<file path="src/hdl/lnc_pkg.sv">
// Package for the level detector and carrier NCO control words.
// Assumes one clock (the input sample clock) and a control word write port on that clock.
package lnc_pkg;

    // Control word numbers seen on the write port address
    localparam logic [7:0] LNC_CW_LEVEL_CONFIG    = 8'h01;
    localparam logic [7:0] LNC_CW_LEVEL_START     = 8'h02;
    localparam logic [7:0] LNC_CW_CENTER_FREQ     = 8'h03;
    localparam logic [7:0] LNC_CW_PHASE_OFFSET    = 8'h04;
    localparam logic [7:0] LNC_CW_FREQ_STROBE     = 8'h05;
    localparam logic [7:0] LNC_CW_PHASE_STROBE    = 8'h06;

    // Level detector configuration word layout
    localparam int LNC_INTEG_MODE_BIT    = 30;
    localparam int LNC_INTERVAL_MSB      = 29;
    localparam int LNC_INTERVAL_LSB      = 14;
    localparam int LNC_THRESHOLD_MSB     = 13;
    localparam int LNC_THRESHOLD_LSB     = 0;
    localparam int LNC_INTERVAL_W        = 16;
    localparam int LNC_COUNTER_W         = 18;
    localparam int LNC_THRESHOLD_W       = 14;

    // Carrier words
    localparam int LNC_FREQ_W            = 32;
    localparam int LNC_PHASE_W           = 10;
    localparam int LNC_PHASE_MSB         = 9;

    // Input samples and integrator
    localparam int LNC_SAMPLE_W          = 14;
    localparam int LNC_ACC_W             = 34;

    // Values after reset
    localparam logic [30:0] LNC_LEVEL_CONFIG_RESET = 31'h0;
    localparam logic [31:0] LNC_FREQ_RESET         = 32'h0;
    localparam logic [9:0]  LNC_PHASE_RESET        = 10'h0;
    localparam logic [31:0] LNC_ACCUM_RESET        = 32'h0;

    // Interval counter holds (preload - 1) times four, one count per input clock
    localparam logic [17:0] LNC_SAMPLES_PER_COUNT  = 18'h4;

    typedef enum logic [1:0] {
        LNC_LD_IDLE,
        LNC_LD_RUN,
        LNC_LD_DONE
    } lnc_ld_state_t;

endpackage

</file>
<file path="src/hdl/lnc_level_detector.sv">
// Input level detector: integrates sample magnitude plus a signed threshold over an interval.
// Assumes samples and enables already synchronised to the input sample clock.
`timescale 1ns/1ps
module lnc_level_detector #(
    parameter int ACC_W = lnc_pkg::LNC_ACC_W
) (
    input  wire logic                                   clk_in,
    input  wire logic                                   rst_n_in,
    input  wire logic                                   start_in,
    input  wire logic                                   continuous_in,
    input  wire logic [lnc_pkg::LNC_INTERVAL_W-1:0]     interval_in,
    input  wire logic [lnc_pkg::LNC_THRESHOLD_W-1:0]    threshold_in,
    input  wire logic [lnc_pkg::LNC_SAMPLE_W-1:0]       sample_in,
    output logic [ACC_W-1:0]                            result_out,
    output logic                                        result_valid_out,
    output logic                                        busy_out
);
    import lnc_pkg::*;

    lnc_ld_state_t              state;
    logic [LNC_COUNTER_W-1:0]   remaining;
    logic [ACC_W-1:0]           acc;
    logic [LNC_COUNTER_W-1:0]   period;
    logic [LNC_SAMPLE_W-1:0]    magnitude;
    logic [ACC_W-1:0]           term;

    ////////////////////////////////////////////////////////////////////////////
    // Period in cycles is four times (preload - 1); preload zero treated as one
    always_comb begin
        if (interval_in == '0) begin
            period = '0;
        end else begin
            period = {interval_in, 2'b00} - LNC_SAMPLES_PER_COUNT;
        end
    end

    // Magnitude of a two's complement sample; most negative saturates
    always_comb begin
        if (sample_in[LNC_SAMPLE_W-1]) begin
            magnitude = (sample_in == {1'b1, {(LNC_SAMPLE_W-1){1'b0}}}) ? {1'b0, {(LNC_SAMPLE_W-1){1'b1}}}
                                                                         : (~sample_in) + 14'h1;
        end else begin
            magnitude = sample_in;
        end
        term = ACC_W'($signed(threshold_in)) + ACC_W'(magnitude);
    end

    ////////////////////////////////////////////////////////////////////////////
    always_ff @(posedge clk_in) begin
        if (!rst_n_in) begin
            state            <= LNC_LD_IDLE;
            remaining        <= '0;
            acc              <= '0;
            result_out       <= '0;
            result_valid_out <= 1'b0;
            busy_out         <= 1'b0;
        end else begin
            result_valid_out <= 1'b0;
            if (start_in) begin
                // Start or restart always clears the running sum
                state     <= LNC_LD_RUN;
                remaining <= period;
                acc       <= '0;
                busy_out  <= 1'b1;
            end else begin
                case (state)
                    LNC_LD_RUN: begin
                        if (remaining != '0) begin
                            // Every clock counts, zero stuffed or repeated samples included
                            acc       <= acc + term;
                            remaining <= remaining - 18'h1;
                        end else if (continuous_in) begin
                            result_out       <= acc;
                            result_valid_out <= 1'b1;
                            acc              <= (period == '0) ? '0 : term;
                            remaining        <= (period == '0) ? '0 : period - 18'h1;
                        end else begin
                            result_out       <= acc;
                            result_valid_out <= 1'b1;
                            state            <= LNC_LD_DONE;
                            busy_out         <= 1'b0;
                        end
                    end
                    LNC_LD_DONE: begin
                        state <= LNC_LD_DONE;
                    end
                    default: begin
                        state <= LNC_LD_IDLE;
                    end
                endcase
            end
        end
    end

endmodule // lnc_level_detector

</file>
<file path="src/hdl/lnc_control_words.sv">
// Level detector and carrier NCO control words with holding and active registers.
// Assumes the control word write port runs on CLK_IN; sync and enable arrive from pins.
`timescale 1ns/1ps
module lnc_control_words #(
    parameter int ACC_W = lnc_pkg::LNC_ACC_W
) (
    input  wire logic                                CLK_IN,
    input  wire logic                                RST_N_IN,
    input  wire logic                                WR_STROBE_IN,
    input  wire logic [7:0]                          WR_ADDR_IN,
    input  wire logic [31:0]                         WR_DATA_IN,
    input  wire logic                                NCO_SYNC_ENABLE_IN,
    input  wire logic                                FRONT_SYNC_PULSE_IN,
    input  wire logic                                SAMPLE_ENABLE_LOW_IN,
    input  wire logic [lnc_pkg::LNC_SAMPLE_W-1:0]    SAMPLE_IN,
    output logic [lnc_pkg::LNC_FREQ_W-1:0]           ACTIVE_FREQUENCY_OUT,
    output logic [lnc_pkg::LNC_PHASE_W-1:0]          ACTIVE_PHASE_OFFSET_OUT,
    output logic [lnc_pkg::LNC_FREQ_W-1:0]           NCO_ACCUM_OUT,
    output logic [lnc_pkg::LNC_PHASE_W-1:0]          CARRIER_PHASE_OUT,
    output logic                                     SYNC_LOAD_PENDING_OUT,
    output logic                                     FREQ_LOAD_PENDING_OUT,
    output logic                                     PHASE_LOAD_PENDING_OUT,
    output logic [ACC_W-1:0]                         LEVEL_RESULT_OUT,
    output logic                                     LEVEL_RESULT_VALID_OUT,
    output logic                                     LEVEL_BUSY_OUT
);
    import lnc_pkg::*;

    // Write decode shared by every control word
    function automatic logic word_hit(input logic strobe, input logic [7:0] addr, input logic [7:0] word);
        word_hit = strobe && (addr == word);
    endfunction

    ////////////////////////////////////////////////////////////////////////////
    // Pin synchronisers
    logic                        sync_meta;
    logic                        sync_stable;
    logic                        sync_prev;
    logic                        enable_low_meta;
    logic                        enable_low_stable;
    logic [LNC_SAMPLE_W-1:0]     sample_meta;
    logic [LNC_SAMPLE_W-1:0]     sample_stable;

    always_ff @(posedge CLK_IN) begin
        if (!RST_N_IN) begin
            sync_meta   <= 1'b0;
            sync_stable <= 1'b0;
            sync_prev   <= 1'b0;
        end else begin
            sync_meta   <= FRONT_SYNC_PULSE_IN;
            sync_stable <= sync_meta;
            sync_prev   <= sync_stable;
        end
    end

    // Enable idles inactive (high) so the NCO does not advance before the pin is seen
    always_ff @(posedge CLK_IN) begin
        if (!RST_N_IN) begin
            enable_low_meta   <= 1'b1;
            enable_low_stable <= 1'b1;
        end else begin
            enable_low_meta   <= SAMPLE_ENABLE_LOW_IN;
            enable_low_stable <= enable_low_meta;
        end
    end

    // Samples take the same two stages so they stay aligned with the enable
    always_ff @(posedge CLK_IN) begin
        if (!RST_N_IN) begin
            sample_meta   <= '0;
            sample_stable <= '0;
        end else begin
            sample_meta   <= SAMPLE_IN;
            sample_stable <= sample_meta;
        end
    end

    logic nco_update;
    logic sync_rise;

    assign nco_update = !enable_low_stable;
    assign sync_rise  = sync_stable && !sync_prev;

    ////////////////////////////////////////////////////////////////////////////
    // Write decode
    logic wr_level_config;
    logic wr_level_start;
    logic wr_center_freq;
    logic wr_phase_offset;
    logic wr_freq_strobe;
    logic wr_phase_strobe;

    always_comb begin
        wr_level_config = 1'b0;
        wr_level_start  = 1'b0;
        wr_center_freq  = 1'b0;
        wr_phase_offset = 1'b0;
        wr_freq_strobe  = 1'b0;
        wr_phase_strobe = 1'b0;
        if (word_hit(WR_STROBE_IN, WR_ADDR_IN, LNC_CW_LEVEL_CONFIG)) begin
            wr_level_config = 1'b1;
        end else if (word_hit(WR_STROBE_IN, WR_ADDR_IN, LNC_CW_LEVEL_START)) begin
            wr_level_start = 1'b1;
        end else if (word_hit(WR_STROBE_IN, WR_ADDR_IN, LNC_CW_CENTER_FREQ)) begin
            wr_center_freq = 1'b1;
        end else if (word_hit(WR_STROBE_IN, WR_ADDR_IN, LNC_CW_PHASE_OFFSET)) begin
            wr_phase_offset = 1'b1;
        end else if (word_hit(WR_STROBE_IN, WR_ADDR_IN, LNC_CW_FREQ_STROBE)) begin
            wr_freq_strobe = 1'b1;
        end else if (word_hit(WR_STROBE_IN, WR_ADDR_IN, LNC_CW_PHASE_STROBE)) begin
            wr_phase_strobe = 1'b1;
        end
    end

    ////////////////////////////////////////////////////////////////////////////
    // Level detector configuration word; bit 31 is not stored
    logic [30:0]                 level_config;
    logic                        level_start;

    always_ff @(posedge CLK_IN) begin
        if (!RST_N_IN) begin
            level_config <= LNC_LEVEL_CONFIG_RESET;
        end else if (wr_level_config) begin
            level_config <= WR_DATA_IN[30:0];
        end
    end

    // Start strobe carries no data; registered so the config write path settles first
    always_ff @(posedge CLK_IN) begin
        if (!RST_N_IN) begin
            level_start <= 1'b0;
        end else begin
            level_start <= wr_level_start;
        end
    end

    lnc_level_detector #(
        .ACC_W (ACC_W)
    ) u_level_detector (
        .clk_in           (CLK_IN),
        .rst_n_in         (RST_N_IN),
        .start_in         (level_start),
        .continuous_in    (level_config[LNC_INTEG_MODE_BIT]),
        .interval_in      (level_config[LNC_INTERVAL_MSB:LNC_INTERVAL_LSB]),
        .threshold_in     (level_config[LNC_THRESHOLD_MSB:LNC_THRESHOLD_LSB]),
        .sample_in        (sample_stable),
        .result_out       (LEVEL_RESULT_OUT),
        .result_valid_out (LEVEL_RESULT_VALID_OUT),
        .busy_out         (LEVEL_BUSY_OUT)
    );

    ////////////////////////////////////////////////////////////////////////////
    // Holding registers
    logic [LNC_FREQ_W-1:0]       freq_holding;
    logic [LNC_PHASE_W-1:0]      phase_holding;

    always_ff @(posedge CLK_IN) begin
        if (!RST_N_IN) begin
            freq_holding <= LNC_FREQ_RESET;
        end else if (wr_center_freq) begin
            freq_holding <= WR_DATA_IN;
        end
    end

    always_ff @(posedge CLK_IN) begin
        if (!RST_N_IN) begin
            phase_holding <= LNC_PHASE_RESET;
        end else if (wr_phase_offset) begin
            phase_holding <= WR_DATA_IN[LNC_PHASE_MSB:0];
        end
    end

    ////////////////////////////////////////////////////////////////////////////
    // Pending transfers; a new request in the cycle that consumes an old one survives
    logic next_sync_pending;
    logic next_freq_pending;
    logic next_phase_pending;
    logic sync_request;

    assign sync_request = sync_rise && NCO_SYNC_ENABLE_IN;

    always_comb begin
        next_sync_pending  = (SYNC_LOAD_PENDING_OUT && !nco_update) || sync_request;
        next_freq_pending  = (FREQ_LOAD_PENDING_OUT && !nco_update) || wr_freq_strobe;
        next_phase_pending = (PHASE_LOAD_PENDING_OUT && !nco_update) || wr_phase_strobe;
    end

    always_ff @(posedge CLK_IN) begin
        if (!RST_N_IN) begin
            SYNC_LOAD_PENDING_OUT  <= 1'b0;
            FREQ_LOAD_PENDING_OUT  <= 1'b0;
            PHASE_LOAD_PENDING_OUT <= 1'b0;
        end else begin
            SYNC_LOAD_PENDING_OUT  <= next_sync_pending;
            FREQ_LOAD_PENDING_OUT  <= next_freq_pending;
            PHASE_LOAD_PENDING_OUT <= next_phase_pending;
        end
    end

    ////////////////////////////////////////////////////////////////////////////
    // Active registers move only on NCO update cycles
    logic load_freq;
    logic load_phase;

    assign load_freq  = nco_update && (FREQ_LOAD_PENDING_OUT || SYNC_LOAD_PENDING_OUT);
    assign load_phase = nco_update && (PHASE_LOAD_PENDING_OUT || SYNC_LOAD_PENDING_OUT);

    always_ff @(posedge CLK_IN) begin
        if (!RST_N_IN) begin
            ACTIVE_FREQUENCY_OUT <= LNC_FREQ_RESET;
        end else if (load_freq) begin
            ACTIVE_FREQUENCY_OUT <= freq_holding;
        end
    end

    always_ff @(posedge CLK_IN) begin
        if (!RST_N_IN) begin
            ACTIVE_PHASE_OFFSET_OUT <= LNC_PHASE_RESET;
        end else if (load_phase) begin
            ACTIVE_PHASE_OFFSET_OUT <= phase_holding;
        end
    end

    ////////////////////////////////////////////////////////////////////////////
    // Carrier phase accumulator; increment is the frequency ratio times 2^32
    always_ff @(posedge CLK_IN) begin
        if (!RST_N_IN) begin
            NCO_ACCUM_OUT <= LNC_ACCUM_RESET;
        end else if (nco_update) begin
            NCO_ACCUM_OUT <= NCO_ACCUM_OUT + ACTIVE_FREQUENCY_OUT;
        end
    end

    // Modulo add means signed and offset binary offsets need no separate path
    always_ff @(posedge CLK_IN) begin
        if (!RST_N_IN) begin
            CARRIER_PHASE_OUT <= LNC_PHASE_RESET;
        end else if (nco_update) begin
            CARRIER_PHASE_OUT <= NCO_ACCUM_OUT[LNC_FREQ_W-1 -: LNC_PHASE_W] + ACTIVE_PHASE_OFFSET_OUT;
        end
    end

endmodule // lnc_control_words

</file>
<file path="config.mk">
export PLATFORM = sky130hd
export DESIGN_NAME = lnc_control_words
export DESIGN_NICKNAME = d
export VERILOG_FILES = /design/src/hdl/lnc_pkg.sv /design/src/hdl/lnc_level_detector.sv /design/src/hdl/lnc_control_words.sv
export SDC_FILE = /design/constraint.sdc
export NUM_CORES = 1
export LEC_CHECK = 0
export ABC_AREA = 0
export BUFFER_PORTS_ARGS = -buffer_cell sky130_fd_sc_hd__buf_2
export CORE_MARGIN = 2
export CORE_UTILIZATION = 60
export CTS_CLUSTER_SIZE = 14
export DETAILED_ROUTE_END_ITERATION = 8
export PLACE_DENSITY_LB_ADDON = 0.12
export SLEW_MARGIN = 20
export SYNTH_ARGS = -nofsm -noshare
export SYNTH_HDL_FRONTEND = slang
export SYNTH_HIERARCHICAL = 1
export SYNTH_SLANG_ARGS = --single-unit
</file>
<file path="constraint.sdc">
create_clock -name CLK_IN -period 7.11 [get_ports CLK_IN]
set_input_delay 0.711 -clock CLK_IN [delete_from_list [all_inputs] [get_ports CLK_IN]]
set_output_delay 0.711 -clock CLK_IN [all_outputs]
set_load 0.02 [all_outputs]
</file>
==> impl_metrics.csv, run 1 <==
group,metric,value,unit
critical_path,critical-path-top-delay-family,"compound AO/OA/AOI/OAI gates",
cells_and_area,layout.cells.non_filler,2543,
yosys,postSynthCellCount,2049,
critical_path,r2r_slack,0.97,ns
floorplan,num_rows,60,
critical_path,reg2reg_to,"u_level_detector/acc[31]",
yosys,synthArstFlopShare,0,%
yosys,syn-num-nets,2213,
clocking,ctsHoldBuffers,0,
critical_path,worstPathArrival,6.58,ns
global_routing,grt_pass1_wl,71.79,mm
floorplan,pin_count,183,
clocking,clock_sink_count,284,
cells_and_area,final_common_cell,"nand2_1",
yosys,synth_cell_types,85,
timing,final_max_slew_viol_count,0,
cells_and_area,area_growth,13.52,%
run_status,outcome,"completed",
timing,fin_crit_sh,86.30,%
critical_path,slowest_delay,0.39,ns
timing,finalHoldViolCount,0,
clocking,clk_pin_slew,0.06,ns
clocking,ctsHtreeMaxLevel,1,
global_routing,use_met1,40.90,%
critical_path,worstPathRequired,7.56,ns
global_routing,top_usage_layer,"met2",
clocking,ctsLongestPathBuffers,3,
cells_and_area,fin_area,18600,um2
critical_path,start_kind,"flip-flop",
placement,place.gp.congestion,0.9275,
timing,rsz0062_at_grt,"false",
yosys,synth_area_leader_cell,"dfxtp_1",
floorplan,die_width,169.3,um
clocking,post_cts_buffers,0,
detailed_routing,first_pass_iters,5,
power,combPwrFrac,5.2,%
yosys,synth_edf_count,0,
critical_path,critPathLaunch,"sample_stable[0]",
global_routing,track_usage,30.53,%
floorplan,core_area,26880,um2
clocking,numCtsBuffers,31,
yosys,avgSynthCellArea,7.996,um2
global_routing,grt_max_degree,146,
power,peakVddDrop,0.0002049,V
timing,tns,0,ns
detailed_routing,drt-initial-drc-count,1132,
timing,fmax,163.0,MHz
yosys,yosysTopAreaCellShare,34.70,%
yosys,ys.flop_type,"dfxtp_1",
placement,dp.cells,2486,
critical_path,r2r_cells,31,
timing,period_minus_slack,6.136,ns
global_routing,grt_use_met2,50.40,%
critical_path,crit_type,"reg -> reg",
floorplan,die_h,169.3,um
clocking,cts_tree,"done",
cells_and_area,postLayoutCoreUtil,69.21,%
critical_path,critPathSlowestCell,"fa_1",
floorplan,die-area,28650,um2
detailed_routing,wl_per_cell,17.58,um
power,netSwitchingPower,787.2,uW
placement,hpwl,32.42,mm
cells_and_area,n_fill_cell,2332,
yosys,seq_area_frac_synth,34.70,%
placement,placed_area,17480,um2
power,swShare,22.29,%
run,cap_violations,0,
critical_path,worstSetupEndpointType,"flip-flop",
timing,tightest_slew,0.9997,ns
critical_path,path_max_fanout,11,
cells_and_area,nets,2342,
power,p_per_area,189.9,nW/um2
critical_path,critical_path.endpoint,"u_level_detector/acc[31]",
critical_path,critPathBufInv,4,
power,p_seq_share,45.6,%
yosys,yosys_warnings,6,
placement,io_buffers,182,
global_routing,grt_use_met3,4.268,%
detailed_routing,drc_errors,0,
yosys,synth_area,16380,um2
cells_and_area,mostFrequentLayoutCells,"nand2_1, dfxtp_1, buf_2, a21boi_0, nor2_1",
timing,setup_viol,0,
power,p_int,2.745,mW
cells_and_area,layout-drive-gt1-share,13.22,%
detailed_routing,vias_per_cell,5.962,
yosys,yosys_register_bits,284,
clocking,cts_resized,0,
worst_hold_path,hold_path.class,"in -> reg",
yosys,synth_area_leaders,"dfxtp_1, nand2_1, ha_1, a21boi_0, a21oi_1",
clocking,cts_root_buffer,"clkbuf_16",
critical_path,timing.rr.start,"sample_stable[0]",
power,clkPwrFrac,49.2,%
global_routing,grt.overflow.total,0,
floorplan,initial_core_util,60.96,%
detailed_routing,drtAntennaViolNets,0,
cells_and_area,antenna_cells,0,
clocking,insertion_delay,0.56,ns
detailed_routing,drt-total-wl,44.72,mm
timing,fin_skew,0.01442,ns
timing,slew_headroom,33.21,%
global_routing,antenna_found_initial,1,
critical_path,path_depth,31,
power,p_leak,8.128,nW
detailed_routing,vias,15160,
global_routing,grt_pass1_vias,14090,
-- stage by stage --
step | power (mW) | worst slack (ns) | hold WS (ns)
global route | 3.638 | 0.4433 | 0.3406
CTS | 3.552 | 1.085 | 0.3234
global placement | 1.823 | 1.205 | 0.3875
floorplan | 1.764 | 1.048 | 0.3863
detailed placement | 1.826 | 1.094 | 0.4035
finish | 3.532 | 0.9739 | 0.3423
-- sequential cells by signal, indices dropped and copies added, names as in the netlist, 2 cells and up --
| register | count |
|---|---|
| ACTIVE_FREQUENCY_OUT | 32 |
| CARRIER_PHASE_OUT | 10 |
| phase_holding | 10 |
| level_config | 31 |
| freq_holding | 32 |
| u_level_detector/remaining | 18 |
| u_level_detector/acc | 34 |
| ACTIVE_PHASE_OFFSET_OUT | 10 |
| u_level_detector/result_out | 34 |
| sample_meta | 14 |
| u_level_detector/state | 2 |
| NCO_ACCUM_OUT | 32 |
| sample_stable | 14 |
-- final cells by class --
class | instances | area, um2 | area share (%)
clock buffer | 41 | 863.3 | 4.641
timing repair buffer | 201 | 1064 | 5.718
tap | 341 | 426.7 | 2.294
inverter | 43 | 161.4 | 0.8678
multi-input combinational | 1617 | 10150 | 54.55
clock inverter | 16 | 251.5 | 1.352
sequential | 284 | 5687 | 30.57
-- cell families (layout without fill, tap and decap cells) --
family | Yosys count | count (layout) | synth area share [%]
AO/OA/AOI/OAI | 577 | 577 | 24.15
buffers and inverters | 148 | 301 | 3.467
XOR/XNOR | 99 | 99 | 5.292
adder cells (fa/ha/maj) | 104 | 104 | 8.125
multiplexers | 15 | 15 | 0.9164
AND/OR/NAND/NOR | 822 | 822 | 23.34
flip-flops | 284 | 284 | 34.70
-- power by group through the flow --
stage	combinational [mW]	sequential (mW)	clock, mW
after floorplan	0.121	1.64	0
after global placement	0.179	1.64	0
after detailed placement	0.181	1.64	0
after CTS	0.182	1.61	1.76
after global routing	0.201	1.61	1.83
final	0.185	1.61	1.74
-- cells in the mapped netlist, types with 6 or more instances --
| cell type | number |
|---|---|
| nand2_1 | 402 |
| dfxtp_1 | 284 |
| a21boi_0 | 143 |
| nor2_1 | 125 |
| a21oi_1 | 113 |
| ha_1 | 100 |
| clkbuf_1 | 99 |
| o21ai_0 | 94 |
| and2_1 | 63 |
| xnor2_1 | 54 |
| nand3_1 | 46 |
| xor2_1 | 45 |
| a21o_1 | 43 |
| inv_1 | 42 |
| nor3_1 | 41 |
| nor2b_1 | 30 |
| o21a_1 | 20 |
| nand2b_1 | 17 |
| a31oi_1 | 16 |
| mux2i_1 | 15 |
| o211ai_1 | 15 |
| a211oi_1 | 14 |
| a221oi_1 | 13 |
| o21bai_1 | 13 |
| or3_1 | 13 |
| nor3b_1 | 12 |
| and3_1 | 11 |
| nor4_1 | 11 |
| nand4_1 | 9 |
| o31ai_1 | 9 |
| a22oi_1 | 7 |
| nand3b_1 | 7 |
| o22ai_1 | 7 |
| a311oi_1 | 6 |
| o211a_1 | 6 |
| or2_2 | 6 |
-- per-layer routing --
metal,vias to the layer above,wire length [um]
met4,2,1600
met1,7101,19930
met5,-,7
met2,504,20530
met3,93,2645
li1,7462,-
-- worst register-to-register path: cells and delay by family, from the launching register on --
kind / cells / cell delay (ns)
flip-flops: 1 / 0.33
AND/OR/NAND/NOR: 9 / 1.43
XOR/XNOR: 1 / 0.20
AO/OA/AOI/OAI: 13 / 2.62
buffers and inverters: 4 / 0.40
adder cells (fa/ha/maj): 4 / 1.06
-- worst min-delay path by stage --
stage	slack [ns]	depth (start not counted)	start	end
floorplan	0.39	1	enable_low_meta	enable_low_stable
finish	0.34	2	SAMPLE_ENABLE_LOW_IN	enable_low_meta
CTS	0.32	2	SAMPLE_ENABLE_LOW_IN	enable_low_meta
global placement	0.39	1	enable_low_meta	enable_low_stable
detailed placement	0.40	1	enable_low_meta	enable_low_stable
global route	0.34	2	SAMPLE_ENABLE_LOW_IN	enable_low_meta
No activity file was read; power rests on OpenSTA's default activity.
==> inputs of run 2 (changes only) <==
--- a/config.mk
+++ b/config.mk
@@ -7,8 +7,10 @@
 export LEC_CHECK = 0
 export ABC_AREA = 0
 export BUFFER_PORTS_ARGS = -buffer_cell sky130_fd_sc_hd__buf_2
+export CELL_PAD_IN_SITES_DETAIL_PLACEMENT = 2
+export CELL_PAD_IN_SITES_GLOBAL_PLACEMENT = 2
 export CORE_MARGIN = 2
-export CORE_UTILIZATION = 60
+export CORE_UTILIZATION = 35
 export CTS_CLUSTER_SIZE = 14
 export DETAILED_ROUTE_END_ITERATION = 8
 export PLACE_DENSITY_LB_ADDON = 0.12
==> run 2 against run 1 <==
Compared with the run above:
- clock power is 7% higher
- non-clock buffer count is 4 higher
- first-iteration DRC count is 44% lower
- global-route usage is 6.6 points lower
- cell count is 11% higher
- count of clock-buffer cells in the layout is 10 higher
- flip-flop and latch count stayed put
- routed wire length is 29% higher
- clock skew is 0.013 ns higher
==> impl_metrics.csv, run 2 (synthesis gave the netlist of run 1 again) <==
group,metric,value,unit
run_status,outcome,"completed",
cells_and_area,area_growth,16.22,%
cells_and_area,multiInputGateArea,10160,um2
cells_and_area,mostFrequentLayoutCells,"nand2_1, dfxtp_1, buf_2, a21boi_0, nor2_1",
cells_and_area,layout-drive-gt1-share,13.51,%
timing,tns,0,ns
clocking,ctsHtreeMaxLevel,2,
timing,fin_crit_sh,87.97,%
global_routing,antenna_found_initial,5,
cells_and_area,nets,2351,
clocking,ctsHoldBuffers,0,
timing,slew_headroom,28.24,%
critical_path,worstSetupEndpointType,"flip-flop",
cells_and_area,fin_area,19040,um2
power,p_leak,8.181,nW
detailed_routing,drtAntennaViolNets,0,
clocking,numCtsBuffers,36,
timing,fmax,159.9,MHz
global_routing,grt_pass1_vias,16920,
detailed_routing,drc_errors,0,
cells_and_area,seq_area,5687,um2
floorplan,pin_count,183,
timing,period_minus_slack,6.255,ns
power,p_per_area,192.4,nW/um2
clocking,insertion_delay,0.58,ns
critical_path,start_kind,"flip-flop",
placement,placed_area,17850,um2
detailed_routing,drt-initial-drc-count,632,
detailed_routing,wl_per_cell,20.43,um
clocking,clock_sink_count,284,
clocking,clk_pin_slew,0.06,ns
detailed_routing,first_pass_iters,5,
floorplan,num_rows,79,
cells_and_area,reg_top3,"u_level_detector/acc x34, u_level_detector/result_out x34",
global_routing,grt.overflow.total,0,
placement,io_buffers,182,
placement,hpwl,42.22,mm
critical_path,worstPathRequired,7.56,ns
critical_path,path_max_fanout,11,
global_routing,track_usage,23.98,%
floorplan,core_area,46360,um2
timing,rsz0062_at_grt,"false",
timing,tightest_slew,1.072,ns
power,peakVddDrop,0.0001450,V
floorplan,die_h,220.4,um
global_routing,grt_max_degree,106,
clocking,cts_root_buffer,"clkbuf_16",
detailed_routing,drt-total-wl,57.65,mm
clocking,cts_tree,"done",
global_routing,grt_pass1_wl,93.07,mm
floorplan,die_width,220.4,um
timing,setup_viol,0,
run,cap_violations,0,
timing,fin_skew,0.02703,ns
floorplan,die-area,48560,um2
critical_path,slowest_delay,0.40,ns
detailed_routing,vias_per_cell,5.504,
critical_path,critPathSlowestCell,"fa_1",
worst_hold_path,hold_path.class,"in -> reg",
floorplan,initial_core_util,35.34,%
critical_path,worstPathArrival,6.70,ns
timing,final_max_slew_viol_count,0,
detailed_routing,vias,15530,
clocking,cts_resized,0,
cells_and_area,final_common_cell,"nand2_1",
placement,place.gp.congestion,0.8608,
cells_and_area,n_fill_cell,5290,
critical_path,crit_type,"reg -> reg",
clocking,ctsLongestPathBuffers,3,
timing,finalHoldViolCount,0,
clocking,post_cts_buffers,0,
-- run 2: changes by cell type in the layout (fill, tap and decap cells not counted), sizes merged --
cell      before  now
buf          201  205
bufinv         6    2
clkbuf        41   51
clkinv         5    6
clkinvlp       3    4
diode          0    2
inv           45   44
-- run 2: critical path, delay by kind of cell (launching register included) --
kind | cells | cell delay [ns]
AND/OR/NAND/NOR | 9 | 1.54
flip-flops | 1 | 0.33
adder cells (fa/ha/maj) | 4 | 1.12
buffers and inverters | 4 | 0.42
AO/OA/AOI/OAI | 13 | 2.46
XOR/XNOR | 1 | 0.26
-- run 2: report_power, final --
part	switching [mW]	total, mW	leakage (nW)	internal (mW)
logic	0.118	0.190	5.32	0.0716
clock network	0.772	1.86	0.571	1.09
registers	0.00806	1.61	2.29	1.60
total	0.898	3.66	8.18	2.77
-- run 2: path summary, 6_finish.rpt --
path / startpoint / endpoint / slack, ns / depth (start not counted)
worst min register to register: sync_meta / sync_stable / 0.43 / 1
worst max-delay path: sample_stable[0] / u_level_detector/acc[31] / 0.86 / 31
worst min-delay path: SAMPLE_IN[2] / sample_meta[2] / 0.36 / 2
worst max register to register: sample_stable[0] / u_level_detector/acc[31] / 0.86 / 31
-- run 2: cell type report --
cell class / count / share of cell area [%]
clock inverter: 13 / 0.8148
clock buffer: 51 / 5.401
inverter: 43 / 0.8476
multi-input combinational: 1617 / 53.33
tap: 607 / 3.988
sequential: 284 / 29.86
antenna: 2 / 0.02628
timing repair buffer: 205 / 5.723
-- run 2: metrics by stage --
stage	setup slack, ns	total power [mW]	hold WS, ns	util [%]	instances
floorplan	1.048	1.764	0.3863	-	2049
global placement	1.177	1.830	0.4005	38.51	2756
detailed placement	0.8684	1.836	0.4252	38.51	2756
CTS	0.8393	3.730	0.3274	41.07	2820
global route	0.1304	3.808	0.3361	41.07	2820
finish	0.8552	3.664	0.3597	41.08	2822
-- run 2: per-layer routing --
layer	share of wire [%]	up-vias	wire, um	global-route usage [%]
met4	2.6	6	1526	7.047
li1	-	7472	-	-
met2	49	225	28280	42.22
met3	3.6	87	2091	4.055
met1	45	7741	25700	29.91
met5	0.071	-	41	0
